--- config.mk ---
export PLATFORM = sky130hd
export DESIGN_NAME = cvf_top
export DESIGN_NICKNAME = d
export VERILOG_FILES = /design/src/rtl/cvf_pkg.sv /design/src/rtl/cvf_top.sv
export VERILOG_INCLUDE_DIRS = /design/src /design/src/rtl
export SDC_FILE = /design/constraint.sdc
export NUM_CORES = 1
export LEC_CHECK = 0
export ABC_CLOCK_PERIOD_IN_PS = 8600
export BUFFER_PORTS_ARGS = -buffer_cell sky130_fd_sc_hd__buf_2
export CORE_AREA = 2 2 146 148
export CTS_CLUSTER_SIZE = 12
export DETAILED_ROUTE_END_ITERATION = 8
export DIE_AREA = 0 0 148 150
export HOLD_SLACK_MARGIN = 0.15
export PLACE_DENSITY = 0.88
export SLEW_MARGIN = 20
export SYNTH_ARGS = -nofsm -noshare
export SYNTH_HDL_FRONTEND = slang
export SYNTH_SLANG_ARGS = --single-unit
--- constraint.sdc ---
create_clock -name clk -period 8.6 [get_ports clk]
set_input_delay 0 -clock clk [delete_from_list [all_inputs] [get_ports clk]]
set_output_delay 0 -clock clk [all_outputs]
set_load 0.01 [all_outputs]
--- src/rtl/cvf_map.svh ---
// offsets, field positions, reset values and codes of the cyclic value framer
// How it works
// - selector 127 switches to legacy mode when master sets up as older unit.
// - selector 128 forces legacy-compatibility operation.
// - master sends selector data at setup; device evaluates it then.
// - legacy mode codes status only per older profile 3.0.
// - every analog value travels as one fixed five-byte block.
// - block bytes 0 to 3 carry an IEEE-754 single-precision value.
// - block byte 4 carries the status of that value.
// - sign in bit 7 of byte 0, then exponent, then 23-bit mantissa.
// - value is sign, times one plus mantissa, times two to exponent minus 127.
// - selector 0, 129, 130, 131, or 1 with compact switch off: profile 3.01.
// - selector 1 with compact switch on: profile 3.02 status coding.
// - selector 127: master setup configuration picks 3.0 (legacy), 3.01 or 3.02.
// - at most five slots, at most four measured values per cycle.
// - slots 1 to 4 are read inputs, slot 5 is written display value.
// - block map: general block slot 0, transducer blocks slots 1 and 2.
// - status of each cyclic value shown as a display symbol; only input slots 1 to 4 get one, display slot 5 gets none.
// - inputs come from process temperature, sensor input value and internal reference temperature.
// - each input block takes value chosen by its source select, status at byte 4.
`ifndef CVF_MAP_SVH
`define CVF_MAP_SVH
`define CVF_ADDR_SEL      4'h0
`define CVF_ADDR_CTRL     4'h1
`define CVF_ADDR_SRC      4'h2
`define CVF_ADDR_STAT     4'h3
`define CVF_ADDR_DVAL     4'h4
`define CVF_ADDR_DSTS     4'h5
`define CVF_ADDR_BMAP     4'h6
`define CVF_SEL_RST       8'h7F
`define CVF_SEL_AUTO      8'h7F
`define CVF_SEL_LEGACY    8'h80
`define CVF_SEL_MANUF     8'h01
`define CVF_SEL_PROF4     8'h00
`define CVF_SEL_PROF1     8'h81
`define CVF_SEL_PROF2     8'h82
`define CVF_SEL_PROF3     8'h83
`define CVF_SRC_RST       8'h00
`define CVF_BLK_BYTES     3'h5
`define CVF_AI_SLOTS      3'h4
`define CVF_NO_SLOT       3'h7
`define CVF_DISP_SLOT     3'h4
`define CVF_BMAP_PHYS     4'h0
`define CVF_BMAP_TB1      4'h1
`define CVF_BMAP_TB2      4'h2
`define CVF_CS_BAD        8'h24
`define CVF_CS_UNC        8'h78
`define CVF_CS_GOOD       8'h80
`define CVF_Q_MSB         7
`define CVF_Q_LSB         6
`endif

--- src/rtl/cvf_pkg.sv ---
// types shared by the cyclic value framer
package cvf_pkg;
  typedef enum logic [1:0] {
    CVF_IDLE = 2'b00,
    CVF_LOAD = 2'b01,
    CVF_SEND = 2'b10
  } cvf_state_t;
  typedef enum logic [1:0] {
    CVF_P30  = 2'b00,
    CVF_P301 = 2'b01,
    CVF_P302 = 2'b10
  } cvf_prof_t;
  typedef enum logic [1:0] {
    CVF_SYM_GOOD = 2'b00,
    CVF_SYM_UNC  = 2'b01,
    CVF_SYM_BAD  = 2'b10
  } cvf_sym_t;
  typedef struct packed {
    logic [31:0] value;
    logic [7:0]  status;
  } cvf_meas_t;
  typedef struct packed {
    logic [7:0] byte_d;
    logic       valid;
    logic       last;
  } cvf_tx_t;
endpackage

--- src/rtl/cvf_top.sv ---
// cyclic value framer: input blocks out, display block in, identity mode logic
//
// The register offsets and the strobed register port were chosen for this implementation.
`timescale 1ns/1ps
`default_nettype none
`include "cvf_map.svh"
module cvf_top (
  input  wire logic              clk,        // 25 MHz clock
  input  wire logic              arst_n,     // async reset, active low
  input  wire logic [3:0]        reg_addr,   // register index
  input  wire logic [31:0]       reg_wdata,  // register write data
  input  wire logic              reg_wr,     // write strobe
  input  wire logic              reg_rd,     // read strobe
  output logic [31:0]            reg_rdata,  // read data, cycle after strobe
  input  wire cvf_pkg::cvf_meas_t meas_pv,   // process temperature
  input  wire cvf_pkg::cvf_meas_t meas_sv,   // sensor input value
  input  wire cvf_pkg::cvf_meas_t meas_ref,  // internal reference temperature
  input  wire logic              cfg_valid,  // master setup pulse
  input  wire logic [4:0]        cfg_slots,  // enabled slots 5..1
  input  wire logic              cfg_legacy, // master set up as older unit
  input  wire logic              cfg_p302,   // master setup uses 3.02 coding
  input  wire logic              cyc_req,    // start of one cyclic exchange
  input  wire logic              rx_start,   // first display byte marker
  input  wire logic              rx_valid,   // display byte valid
  input  wire logic [7:0]        rx_byte,    // display byte
  output cvf_pkg::cvf_tx_t       tx,         // input block byte stream
  output cvf_pkg::cvf_meas_t     disp,       // last display value received while slot 5 enabled
  output logic [7:0]             disp_sym,   // symbol per input slot, 2 bits
  output logic                   compat,     // legacy mode active
  output logic [1:0]             prof        // status coding profile
);
  typedef struct packed {
    cvf_pkg::cvf_state_t st;
    logic [7:0]          sel;
    logic                compact;
    logic [7:0]          src;
    logic                compat;
    cvf_pkg::cvf_prof_t  prof;
    logic [4:0]          slots;
    logic [2:0]          slot;
    logic [2:0]          bidx;
    logic [39:0]         blk;
    cvf_pkg::cvf_tx_t    tx;
    logic [31:0]         rdata;
    cvf_pkg::cvf_meas_t  disp;
    logic [2:0]          rx_cnt;
    logic [39:0]         rx_sh;
    logic [7:0]          sym;
  } cvf_regs_t;

  logic [1:0] rst_q;
  logic       rst_n;
  cvf_regs_t  r;
  cvf_regs_t  n;

  // reset release through two flops
  always_ff @(posedge clk or negedge arst_n) begin
    if (!arst_n) begin
      rst_q <= 2'b00;
    end else begin
      rst_q <= {rst_q[0], 1'b1};
    end
  end
  assign rst_n = rst_q[1];

  // lowest enabled input slot at or above from, never past four values
  function automatic logic [2:0] next_slot(input logic [4:0] m, input logic [2:0] from);
    logic [2:0] res;
    res = `CVF_NO_SLOT;
    for (int i = 3; i >= 0; i--) begin
      if (m[i] && (3'(i) >= from)) begin
        res = 3'(i);
      end
    end
    return res;
  endfunction

  // status recoding per active profile
  function automatic logic [7:0] code_sts(input cvf_pkg::cvf_prof_t p, input logic [7:0] s);
    logic [7:0] res;
    res = s;
    case (p)
      cvf_pkg::CVF_P30: begin
        // older profile knows no cascade quality: fold it onto plain good
        if (s[`CVF_Q_MSB:`CVF_Q_LSB] == 2'b11) begin
          res = {2'b10, s[5:0]};
        end
      end
      cvf_pkg::CVF_P302: begin
        case (s[`CVF_Q_MSB:`CVF_Q_LSB])
          2'b00:   res = `CVF_CS_BAD;
          2'b01:   res = `CVF_CS_UNC;
          default: res = `CVF_CS_GOOD;
        endcase
      end
      default: res = s;
    endcase
    return res;
  endfunction

  function automatic logic [1:0] sym_of(input logic [7:0] s);
    logic [1:0] res;
    case (s[`CVF_Q_MSB:`CVF_Q_LSB])
      2'b00:   res = cvf_pkg::CVF_SYM_BAD;
      2'b01:   res = cvf_pkg::CVF_SYM_UNC;
      default: res = cvf_pkg::CVF_SYM_GOOD;
    endcase
    return res;
  endfunction

  // source select for one input slot
  function automatic cvf_pkg::cvf_meas_t pick(input logic [1:0] s, input cvf_pkg::cvf_meas_t pv,
                                             input cvf_pkg::cvf_meas_t sv,
                                             input cvf_pkg::cvf_meas_t rf);
    cvf_pkg::cvf_meas_t res;
    case (s)
      2'b01:   res = sv;
      2'b10:   res = rf;
      default: res = pv;
    endcase
    return res;
  endfunction

  cvf_pkg::cvf_meas_t src_m;
  logic [7:0]         coded;
  logic [2:0]         nxt;

  always_comb begin
    n = r;
    n.rdata = 32'h0000_0000;
    n.tx.valid = 1'b0;
    n.tx.last = 1'b0;
    src_m = pick(r.src[2*r.slot[1:0] +: 2], meas_pv, meas_sv, meas_ref);
    coded = code_sts(r.prof, src_m.status);
    nxt = next_slot(r.slots[3:0], 3'(r.slot + 3'h1));

    // software side
    if (reg_wr) begin
      case (reg_addr)
        `CVF_ADDR_SEL:  n.sel = reg_wdata[7:0];
        `CVF_ADDR_CTRL: n.compact = reg_wdata[0];
        `CVF_ADDR_SRC:  n.src = reg_wdata[7:0];
        default: ;
      endcase
    end
    if (reg_rd) begin
      case (reg_addr)
        `CVF_ADDR_SEL:  n.rdata = {24'h0, r.sel};
        `CVF_ADDR_CTRL: n.rdata = {31'h0, r.compact};
        `CVF_ADDR_SRC:  n.rdata = {24'h0, r.src};
        `CVF_ADDR_STAT: n.rdata = {16'h0, r.sym, r.slots, r.compat, r.prof};
        `CVF_ADDR_DVAL: n.rdata = r.disp.value;
        `CVF_ADDR_DSTS: n.rdata = {24'h0, r.disp.status};
        `CVF_ADDR_BMAP: n.rdata = {20'h0, `CVF_BMAP_TB2, `CVF_BMAP_TB1, `CVF_BMAP_PHYS};
        default:        n.rdata = 32'h0000_0000;
      endcase
    end

    // identity evaluation when the master sets up cyclic exchange
    if (cfg_valid) begin
      n.slots = cfg_slots;
      n.compat = 1'b0;
      n.prof = cvf_pkg::CVF_P301;
      case (r.sel)
        `CVF_SEL_LEGACY: n.compat = 1'b1;
        `CVF_SEL_AUTO: begin
          n.compat = cfg_legacy;
          n.prof = cfg_p302 ? cvf_pkg::CVF_P302 : cvf_pkg::CVF_P301;
        end
        `CVF_SEL_MANUF: begin
          n.prof = r.compact ? cvf_pkg::CVF_P302 : cvf_pkg::CVF_P301;
        end
        `CVF_SEL_PROF4, `CVF_SEL_PROF1, `CVF_SEL_PROF2, `CVF_SEL_PROF3: begin
          n.prof = cvf_pkg::CVF_P301;
        end
        default: n.prof = cvf_pkg::CVF_P301;
      endcase
      if (n.compat) begin
        n.prof = cvf_pkg::CVF_P30;
      end
    end

    // input block framing
    case (r.st)
      cvf_pkg::CVF_IDLE: begin
        if (cyc_req && !cfg_valid) begin
          n.slot = next_slot(r.slots[3:0], 3'h0);
          if (n.slot != `CVF_NO_SLOT) begin
            n.st = cvf_pkg::CVF_LOAD;
          end
        end
      end
      cvf_pkg::CVF_LOAD: begin
        // value passes untouched: it is already sign, exponent, mantissa
        n.blk = {src_m.value, coded};
        n.sym[2*r.slot[1:0] +: 2] = sym_of(coded);
        n.bidx = 3'h0;
        n.st = cvf_pkg::CVF_SEND;
      end
      cvf_pkg::CVF_SEND: begin
        n.tx.byte_d = r.blk[39:32];
        n.tx.valid = 1'b1;
        n.blk = {r.blk[31:0], 8'h00};
        n.bidx = 3'(r.bidx + 3'h1);
        if (r.bidx == 3'(`CVF_BLK_BYTES - 3'h1)) begin
          n.slot = nxt;
          if (nxt == `CVF_NO_SLOT) begin
            n.tx.last = 1'b1;
            n.st = cvf_pkg::CVF_IDLE;
          end else begin
            n.st = cvf_pkg::CVF_LOAD;
          end
        end
      end
      default: n.st = cvf_pkg::CVF_IDLE;
    endcase

    // display block written by the master
    if (rx_valid) begin
      if (rx_start) begin
        n.rx_cnt = 3'h1;
        n.rx_sh = {32'h0, rx_byte};
      end else if (r.rx_cnt != 3'h0) begin
        n.rx_cnt = 3'(r.rx_cnt + 3'h1);
        n.rx_sh = {r.rx_sh[31:0], rx_byte};
      end
      // stray bytes without a start marker are dropped
      if ((n.rx_cnt == `CVF_BLK_BYTES) && r.slots[`CVF_DISP_SLOT]) begin
        n.disp = {n.rx_sh[39:8], n.rx_sh[7:0]};
        n.rx_cnt = 3'h0;
      end else if (n.rx_cnt == `CVF_BLK_BYTES) begin
        n.rx_cnt = 3'h0;
      end
    end
  end

  always_ff @(posedge clk or negedge rst_n) begin
    if (!rst_n) begin
      r <= '{st: cvf_pkg::CVF_IDLE, sel: `CVF_SEL_RST, compact: 1'b0, src: `CVF_SRC_RST,
             compat: 1'b0, prof: cvf_pkg::CVF_P301, slots: 5'h00, slot: 3'h0, bidx: 3'h0,
             blk: 40'h00_0000_0000, tx: '0, rdata: 32'h0000_0000, disp: '0, rx_cnt: 3'h0,
             rx_sh: 40'h00_0000_0000, sym: 8'h00};
    end else begin
      r <= n;
    end
  end

  assign reg_rdata = r.rdata;
  assign tx        = r.tx;
  assign disp      = r.disp;
  assign disp_sym  = r.sym;
  assign compat    = r.compat;
  assign prof      = r.prof;
endmodule
`default_nettype wire

# After elaboration in Yosys (flattened, before gate mapping)
# Index checks and enable logic that the tools add are counted.
totals:
  ff_bits: 208
  output_inout_bits: 93
  word_cells: 118
op_classes:
  n_addsub: 4
  magnitude_cmp: 4
  eq_ne: 24
  shift: 3
  n_mux: 42
  n_reduce_logical: 21
ops:
  columns: ["op", "n"]
  rows:
  - ["32-bit one-hot mux with 7 select lines", 1]
  - ["43-bit two-way mux", 3]
  - ["43-bit one-hot mux with 2 select lines", 1]
  - ["40-bit one-hot mux with 2 select lines", 1]
  - ["3-bit two-way mux", 14]
  - ["3-bit negator with 34-bit output", 1]
  - ["2-bit by 34-bit variable shift with 8-bit output, first input constant", 1]
  - ["2-bit by 34-bit indexed part select with 8-bit output", 1]
  - ["32-bit two-way mux", 1]
  - ["8-bit one-hot mux with 2 select lines", 2]
  - ["2-bit two-way mux", 8]
  - ["4-bit by 3-bit equality test with 1-bit output, second input constant", 3]
  - ["3-bit by 1-bit adder with 3-bit output, second input constant", 3]
  - ["3-bit equality test, second input constant", 3]
  - ["8-bit bitwise mux", 1]
  - ["2-bit by 1-bit equality test with 1-bit output, second input constant", 4]
  - ["2-bit equality test, second input constant", 4]
  - ["4-bit by 2-bit equality test with 1-bit output, second input constant", 2]
  - ["8-bit by 1-bit equality test with 1-bit output, second input constant", 1]
  - ["8-bit by 7-bit equality test with 1-bit output, second input constant", 1]
  - ["8-bit equality test, second input constant", 1]
  - ["2-bit zero test", 4]
  - ["8-bit two-way mux", 1]
  - ["2-bit one-hot mux with 2 select lines", 2]
  - ["other kinds (17)", 34]

# Logic depth before layout (Yosys ltp)
depth:
  depth_word: 11
  depth_mapped: 11
  mapped_depth_nobuf: 7

# Least setup slack after synthesis
# OpenSTA, ideal clock, no wires.
synth_timing:
  kind: "register -> register"
  start: "register r[176] in the netlist's numbering"
  end: "register r[136] in the netlist's numbering"
  arrival_ps: 2377
  required_ps: 8517
  setup_slack_ps: 6140
  path_stages_with_launch: 10
  period_less_slack_ps: 2460
  path_cell_list: "dfrtp_1 buf_2 mux4_2 inv_1 ha_1 buf_2 a221o_1 a221oi_4 mux2i_1 o22ai_1"
synth_via:
  elab_chain_cells: 7
synth_rtl:
  columns: ["item", "line_no", "text"]
  rows:
  - ["start: declaration", "cvf_top.sv:53", "cvf_regs_t r;"]
  - ["start signal: assignment", "cvf_top.sv:239", "r <= '{st: cvf_pkg::CVF_IDLE, sel: `CVF_SEL_RST, compact: 1'b0, src: `CVF_SRC_RST,"]
  - ["start signal: assignment", "cvf_top.sv:244", "r <= n;"]
  - ["8-bit by 4-bit indexed part select with 2-bit output (*)", "cvf_top.sv:133", "src_m = pick(r.src[2*r.slot[1:0] +: 2], meas_pv, meas_sv, meas_ref);"]
  - ["2-bit equality test / 2-bit by 1-bit equality test with 1-bit output (equally long branches)", "cvf_top.sv:116", "case (s)"]
  - ["40-bit one-hot mux with 2 select lines (*)", "cvf_top.sv:116", null]
  - ["2-bit by 1-bit equality test with 1-bit output / 2-bit zero test (equally long branches)", "cvf_top.sv:90", "case (s[`CVF_Q_MSB:`CVF_Q_LSB])"]
  - ["8-bit one-hot mux with 2 select lines", "cvf_top.sv:90", null]
  - ["8-bit one-hot mux with 2 select lines (*)", "cvf_top.sv:82", "case (p)"]
  - ["43-bit one-hot mux with 2 select lines (*)", "cvf_top.sv:184", "case (r.st)"]
# Mark *: on every way between the ends. The rest lies on a longest branch, timed or not.
# A chain may end at the register's enable or synchronous reset.

# Worst setup path in the final report
layout_timing:
  start: "register r[176] in the netlist's numbering"
  end: "register r[135] in the netlist's numbering"
# Same word-level chain as after synthesis.

==> results.rst <==
.. list-table::
   :header-rows: 1

   * - Metric
     - Value
   * - Share of async-settable or async-resettable flops after synthesis
     - 1.00
   * - Total setup violations reported at the end of the flow
     - 0
   * - Fraction of power consumed by sequential logic
     - 0.317
   * - Average vias per placed instance
     - 5.91
   * - Internal portion of total power
     - 2830 uW
   * - Total Power Consumption
     - 4720 uW
   * - CP required
     - 8970 ps
   * - Highest net fanout along the worst path
     - 81
   * - Fraction of final layout cells with drive strength greater than 1
     - 0.312
   * - Overall die width
     - 148 um
   * - Placed Area
     - 11600 um^2
   * - Signed area change from the synthesized netlist to the final layout
     - 23.4%
   * - Synthesized area
     - 11000 um^2
   * - PostCTS Resize Cnt
     - 0
   * - Avg Cell Area, Syn
     - 11.1 um^2
   * - Largest buffer count on any clock path
     - 3
   * - Number of max-capacitance violations reported
     - 0
   * - Count of buffers from port buffering
     - 247
   * - Net switching fraction of the power
     - 0.400
   * - H-Tree Level Count
     - 1
   * - Warnings from Yosys
     - 0
   * - Relative max-transition margin
     - 0.374
   * - Total Neg Setup Slack
     - 0 ps
   * - # DRC
     - 0
   * - Count of distinct cell types in the synthesized netlist
     - 69
   * - Commonest register cell after synthesis
     - sky130_fd_sc_hd__dfrtp_1
   * - Kind of path behind the tightest hold check
     - input port to flip-flop
   * - Final Util
     - 0.653
   * - Number of failing hold endpoints at the final stage
     - 0
   * - Number of vias after detailed routing
     - 9010
   * - Post-route clock skew
     - 9.48 ps
   * - Tcrit/Tclk final
     - 0.450
   * - Post-placement cell count
     - 1361
   * - Die Y
     - 150 um
   * - All-layer global routing usage
     - 0.279
   * - Total Wirelength
     - 31.7 mm
   * - Fraction of power consumed by the clock network
     - 0.192
   * - Global-route wire length before repair
     - 48.9 mm
   * - DR WL/cell
     - 20.8 um
   * - Total nets after synthesis
     - 1184
   * - Post-CTS setup buffer count
     - 0
   * - Critical path capture point type
     - flip-flop
   * - Biggest cell delay along the critical path
     - 760 ps
   * - CP delay by family, top
     - buffers and inverters
   * - Number of cells produced by synthesis
     - 990
   * - Combined buffer and inverter count along the critical path
     - 2
   * - Power Density
     - 349 nW/um^2
   * - Type of the worst setup path
     - flip-flop to flip-flop
   * - Number of detailed-route iterations in the first pass
     - 5
   * - Result of the run
     - finished, final reports clean
   * - Rows
     - 53
   * - Cell at the slowest stage of the critical path
     - sky130_fd_sc_hd__ha_4
   * - Routability congestion estimate from global placement
     - 0.903
   * - Pin count of the biggest net entering global routing
     - 86
   * - Starting density of the core
     - 0.529
   * - Net count reported at finish
     - 1427
   * - Worst supply voltage drop on vdd
     - 366 uV
   * - Share of the synthesized area in the top cell type
     - 0.457
   * - Seq cells post-synth
     - 208
   * - Layout Cell Area excl Fill
     - 13500 um^2
   * - Largest cells by area after synthesis
     - sky130_fd_sc_hd__dfrtp_1 46%, sky130_fd_sc_hd__buf_4 6.3%, sky130_fd_sc_hd__a22o_1 5.8%
   * - Detailed placement HPWL
     - 19.3 mm
   * - Leading area contributor after synthesis
     - sky130_fd_sc_hd__dfrtp_1
   * - Switching power
     - 1890 uW
   * - Achievable clock frequency
     - 258 MHz
   * - Crit-path most repeated cell
     - sky130_fd_sc_hd__dlygate4sd3_1
   * - Pins Over Slew Limit
     - 0
   * - Clock latency of the later-clocked register in the worst-skew pair
     - 500 ps
   * - Antenna-violating nets left
     - 0
   * - TritonCTS Buffers
     - 23
   * - Setup repair after global routing missed its margin
     - false
   * - TritonCTS clock tree
     - yes
   * - CTS Hold Buffers Added
     - 121
   * - Proportion of power drawn by combinational gates
     - 0.492
   * - Number of global-route vias before repair
     - 8994
   * - Clock transition at the register clock pins on the worst setup and hold paths after CTS
     - 60 ps
   * - Iteration-0 DRC Markers
     - 727
   * - Sink count of the clock tree
     - 208
   * - Area of the die
     - 22200 um^2
   * - Floorplan Core Area
     - 20700 um^2
   * - Leakage Power
     - 0.00645 uW
   * - Actual slew at the worst max-slew pin
     - 939 ps
   * - Element type at the critical path start
     - flip-flop
   * - Signal arrival time at the worst endpoint
     - 4250 ps
   * - Initial antenna violation count
     - 3
   * - Number of enable-type register cells in the synthesized netlist
     - 0
   * - Ordered list of cells on the worst path
     - mux4_2 > ha_4 > nor2b_1 > o32a_1 > dlygate4sd3_1 > o31ai_1 > dlygate4sd3_1
   * - Global-route congestion overflow total
     - 0
   * - IO Count
     - 272
   * - Layout Cells excl Fill
     - 1524
   * - CTS root buf
     - sky130_fd_sc_hd__clkbuf_16
   * - Sequential area share after synthesis
     - 0.476
   * - Time the final worst path needs with I/O delays and setup
     - 3870 ps
## cell families (layout without fill, tap and decap cells)
kind of cell | count (synthesis) | count (layout) | synth area share
other | 1 | 4 | 0.000342
adders and majority gates | 15 | 15 | 0.0171
DFF | 208 | 208 | 0.476
and+or+nand+nor | 208 | 208 | 0.101
xor gates and xnor gates | 3 | 3 | 0.00240
buffers and inverters | 189 | 445 | 0.106
AOI/OAI and AO/OA | 263 | 263 | 0.176
muxes | 103 | 103 | 0.121
## power by group through the flow
| stage | sequential, uW | clock (uW) | combinational [uW] |
|---|---|---|---|
| after CTS | 1480 | 915 | 2180 |
| after floorplan | 1400 | 0 | 1540 |
| final | 1490 | 904 | 2320 |
| after detailed placement | 1490 | 0 | 1870 |
| after global routing | 1520 | 962 | 2500 |
| after global placement | 1480 | 0 | 1790 |
## through the flow
| step | worst slack (ps) | hold slack (ps) |
|---|---|---|
| finish | 4730 | 168 |
| global route | 4640 | 218 |
| CTS | 4420 | 151 |
| detailed placement | 5060 | -211 |
| global placement | 5260 | -213 |
| floorplan | 2390 | -296 |
## layer usage
metal	wire length, um	vias up	track usage	share of wire
met1	12200	4402	0.344	0.39
li1	-	4008	-	-
met4	1450	0	0.130	0.046
met3	2480	118	0.0674	0.078
met2	15500	482	0.465	0.49
met5	0	-	0	0
## final timing paths
path                                       to  slack, ps  depth (start not counted)          startpoint
min in group asynchronous     tx[1]$_DFF_PN0_        270                          0  rst_q[1]$_DFF_PN0_
setup / recovery           r[135]$_DFFE_PN0P_       4730                          7  r[176]$_DFFE_PN0P_
hold / removal             r[172]$_DFFE_PN0P_        170                          5        meas_ref[39]
max in group asynchronous   r[35]$_DFFE_PN0P_       6980                          2  rst_q[1]$_DFF_PN0_
hold reg to reg               tx[1]$_DFF_PN0_        270                          0  rst_q[1]$_DFF_PN0_
setup reg to reg           r[135]$_DFFE_PN0P_       4730                          7  r[176]$_DFFE_PN0P_
## flip-flops by register name, summed over array words and instances, names as in the netlist
name       count
r            113
disp          40
reg_rdata     32
tx            10
disp_sym       8
prof           2
rst_q          2
compat         1
## cells in the mapped netlist, drive strengths merged (4+ instances only)
master	count
a22o	72
ha	15
nor3	35
nand2	22
nor2b	41
o22ai	6
o21ai	18
and3	16
nand2b	6
and2	5
a22oi	18
clkbuf	36
nor4	5
nand3	5
a32o	5
mux2i	9
nor2	61
inv	28
dfrtp	200
dfstp	8
nand3b	4
a221oi	35
buf	125
o2bb2ai	7
mux2	92
a21oi	80
## tightest hold or removal path: stages
cell and delay [ps]:
sky130_fd_sc_hd__buf_2 70, sky130_fd_sc_hd__a221oi_1 90, sky130_fd_sc_hd__nor3_1 210, sky130_fd_sc_hd__a21oi_1 60
sky130_fd_sc_hd__a21oi_1 180
## cell usage in the layout (no fill, tap or decap), types with 4 or more instances in the layout
cell	instances
sky130_fd_sc_hd__buf_2	247
sky130_fd_sc_hd__dfrtp_1	199
sky130_fd_sc_hd__dlygate4sd3_1	121
sky130_fd_sc_hd__a21oi_1	79
sky130_fd_sc_hd__a22o_1	72
sky130_fd_sc_hd__nor2_1	59
sky130_fd_sc_hd__nor2b_1	41
sky130_fd_sc_hd__mux2_4	40
sky130_fd_sc_hd__nor3_1	35
sky130_fd_sc_hd__mux2_2	35
sky130_fd_sc_hd__a221oi_1	33
sky130_fd_sc_hd__inv_1	27
sky130_fd_sc_hd__clkbuf_16	23
sky130_fd_sc_hd__nand2_1	22
sky130_fd_sc_hd__a22oi_1	18
sky130_fd_sc_hd__mux2_1	17
sky130_fd_sc_hd__and3_1	16
sky130_fd_sc_hd__o21ai_0	14
sky130_fd_sc_hd__ha_1	12
sky130_fd_sc_hd__buf_4	10
sky130_fd_sc_hd__mux2i_1	9
sky130_fd_sc_hd__clkbuf_1	8
sky130_fd_sc_hd__dfstp_2	8
sky130_fd_sc_hd__o2bb2ai_1	7
sky130_fd_sc_hd__o22ai_1	6
sky130_fd_sc_hd__and2_1	5
sky130_fd_sc_hd__nand3_1	5
sky130_fd_sc_hd__nand2b_1	5
sky130_fd_sc_hd__a32o_1	5
sky130_fd_sc_hd__nand3b_1	4
sky130_fd_sc_hd__clkbuf_8	4
## cell type report
cell class	count	area, um^2
antenna	3	7.51
multi-input combinational	593	4600
sequential	208	5220
inverter	28	105
timing repair buffer	379	2550
clock inverter	3	23.8
tap	275	344
clock buffer	35	661
fill	1498	7180
Note: power is estimated with default switching activity, not from simulation.
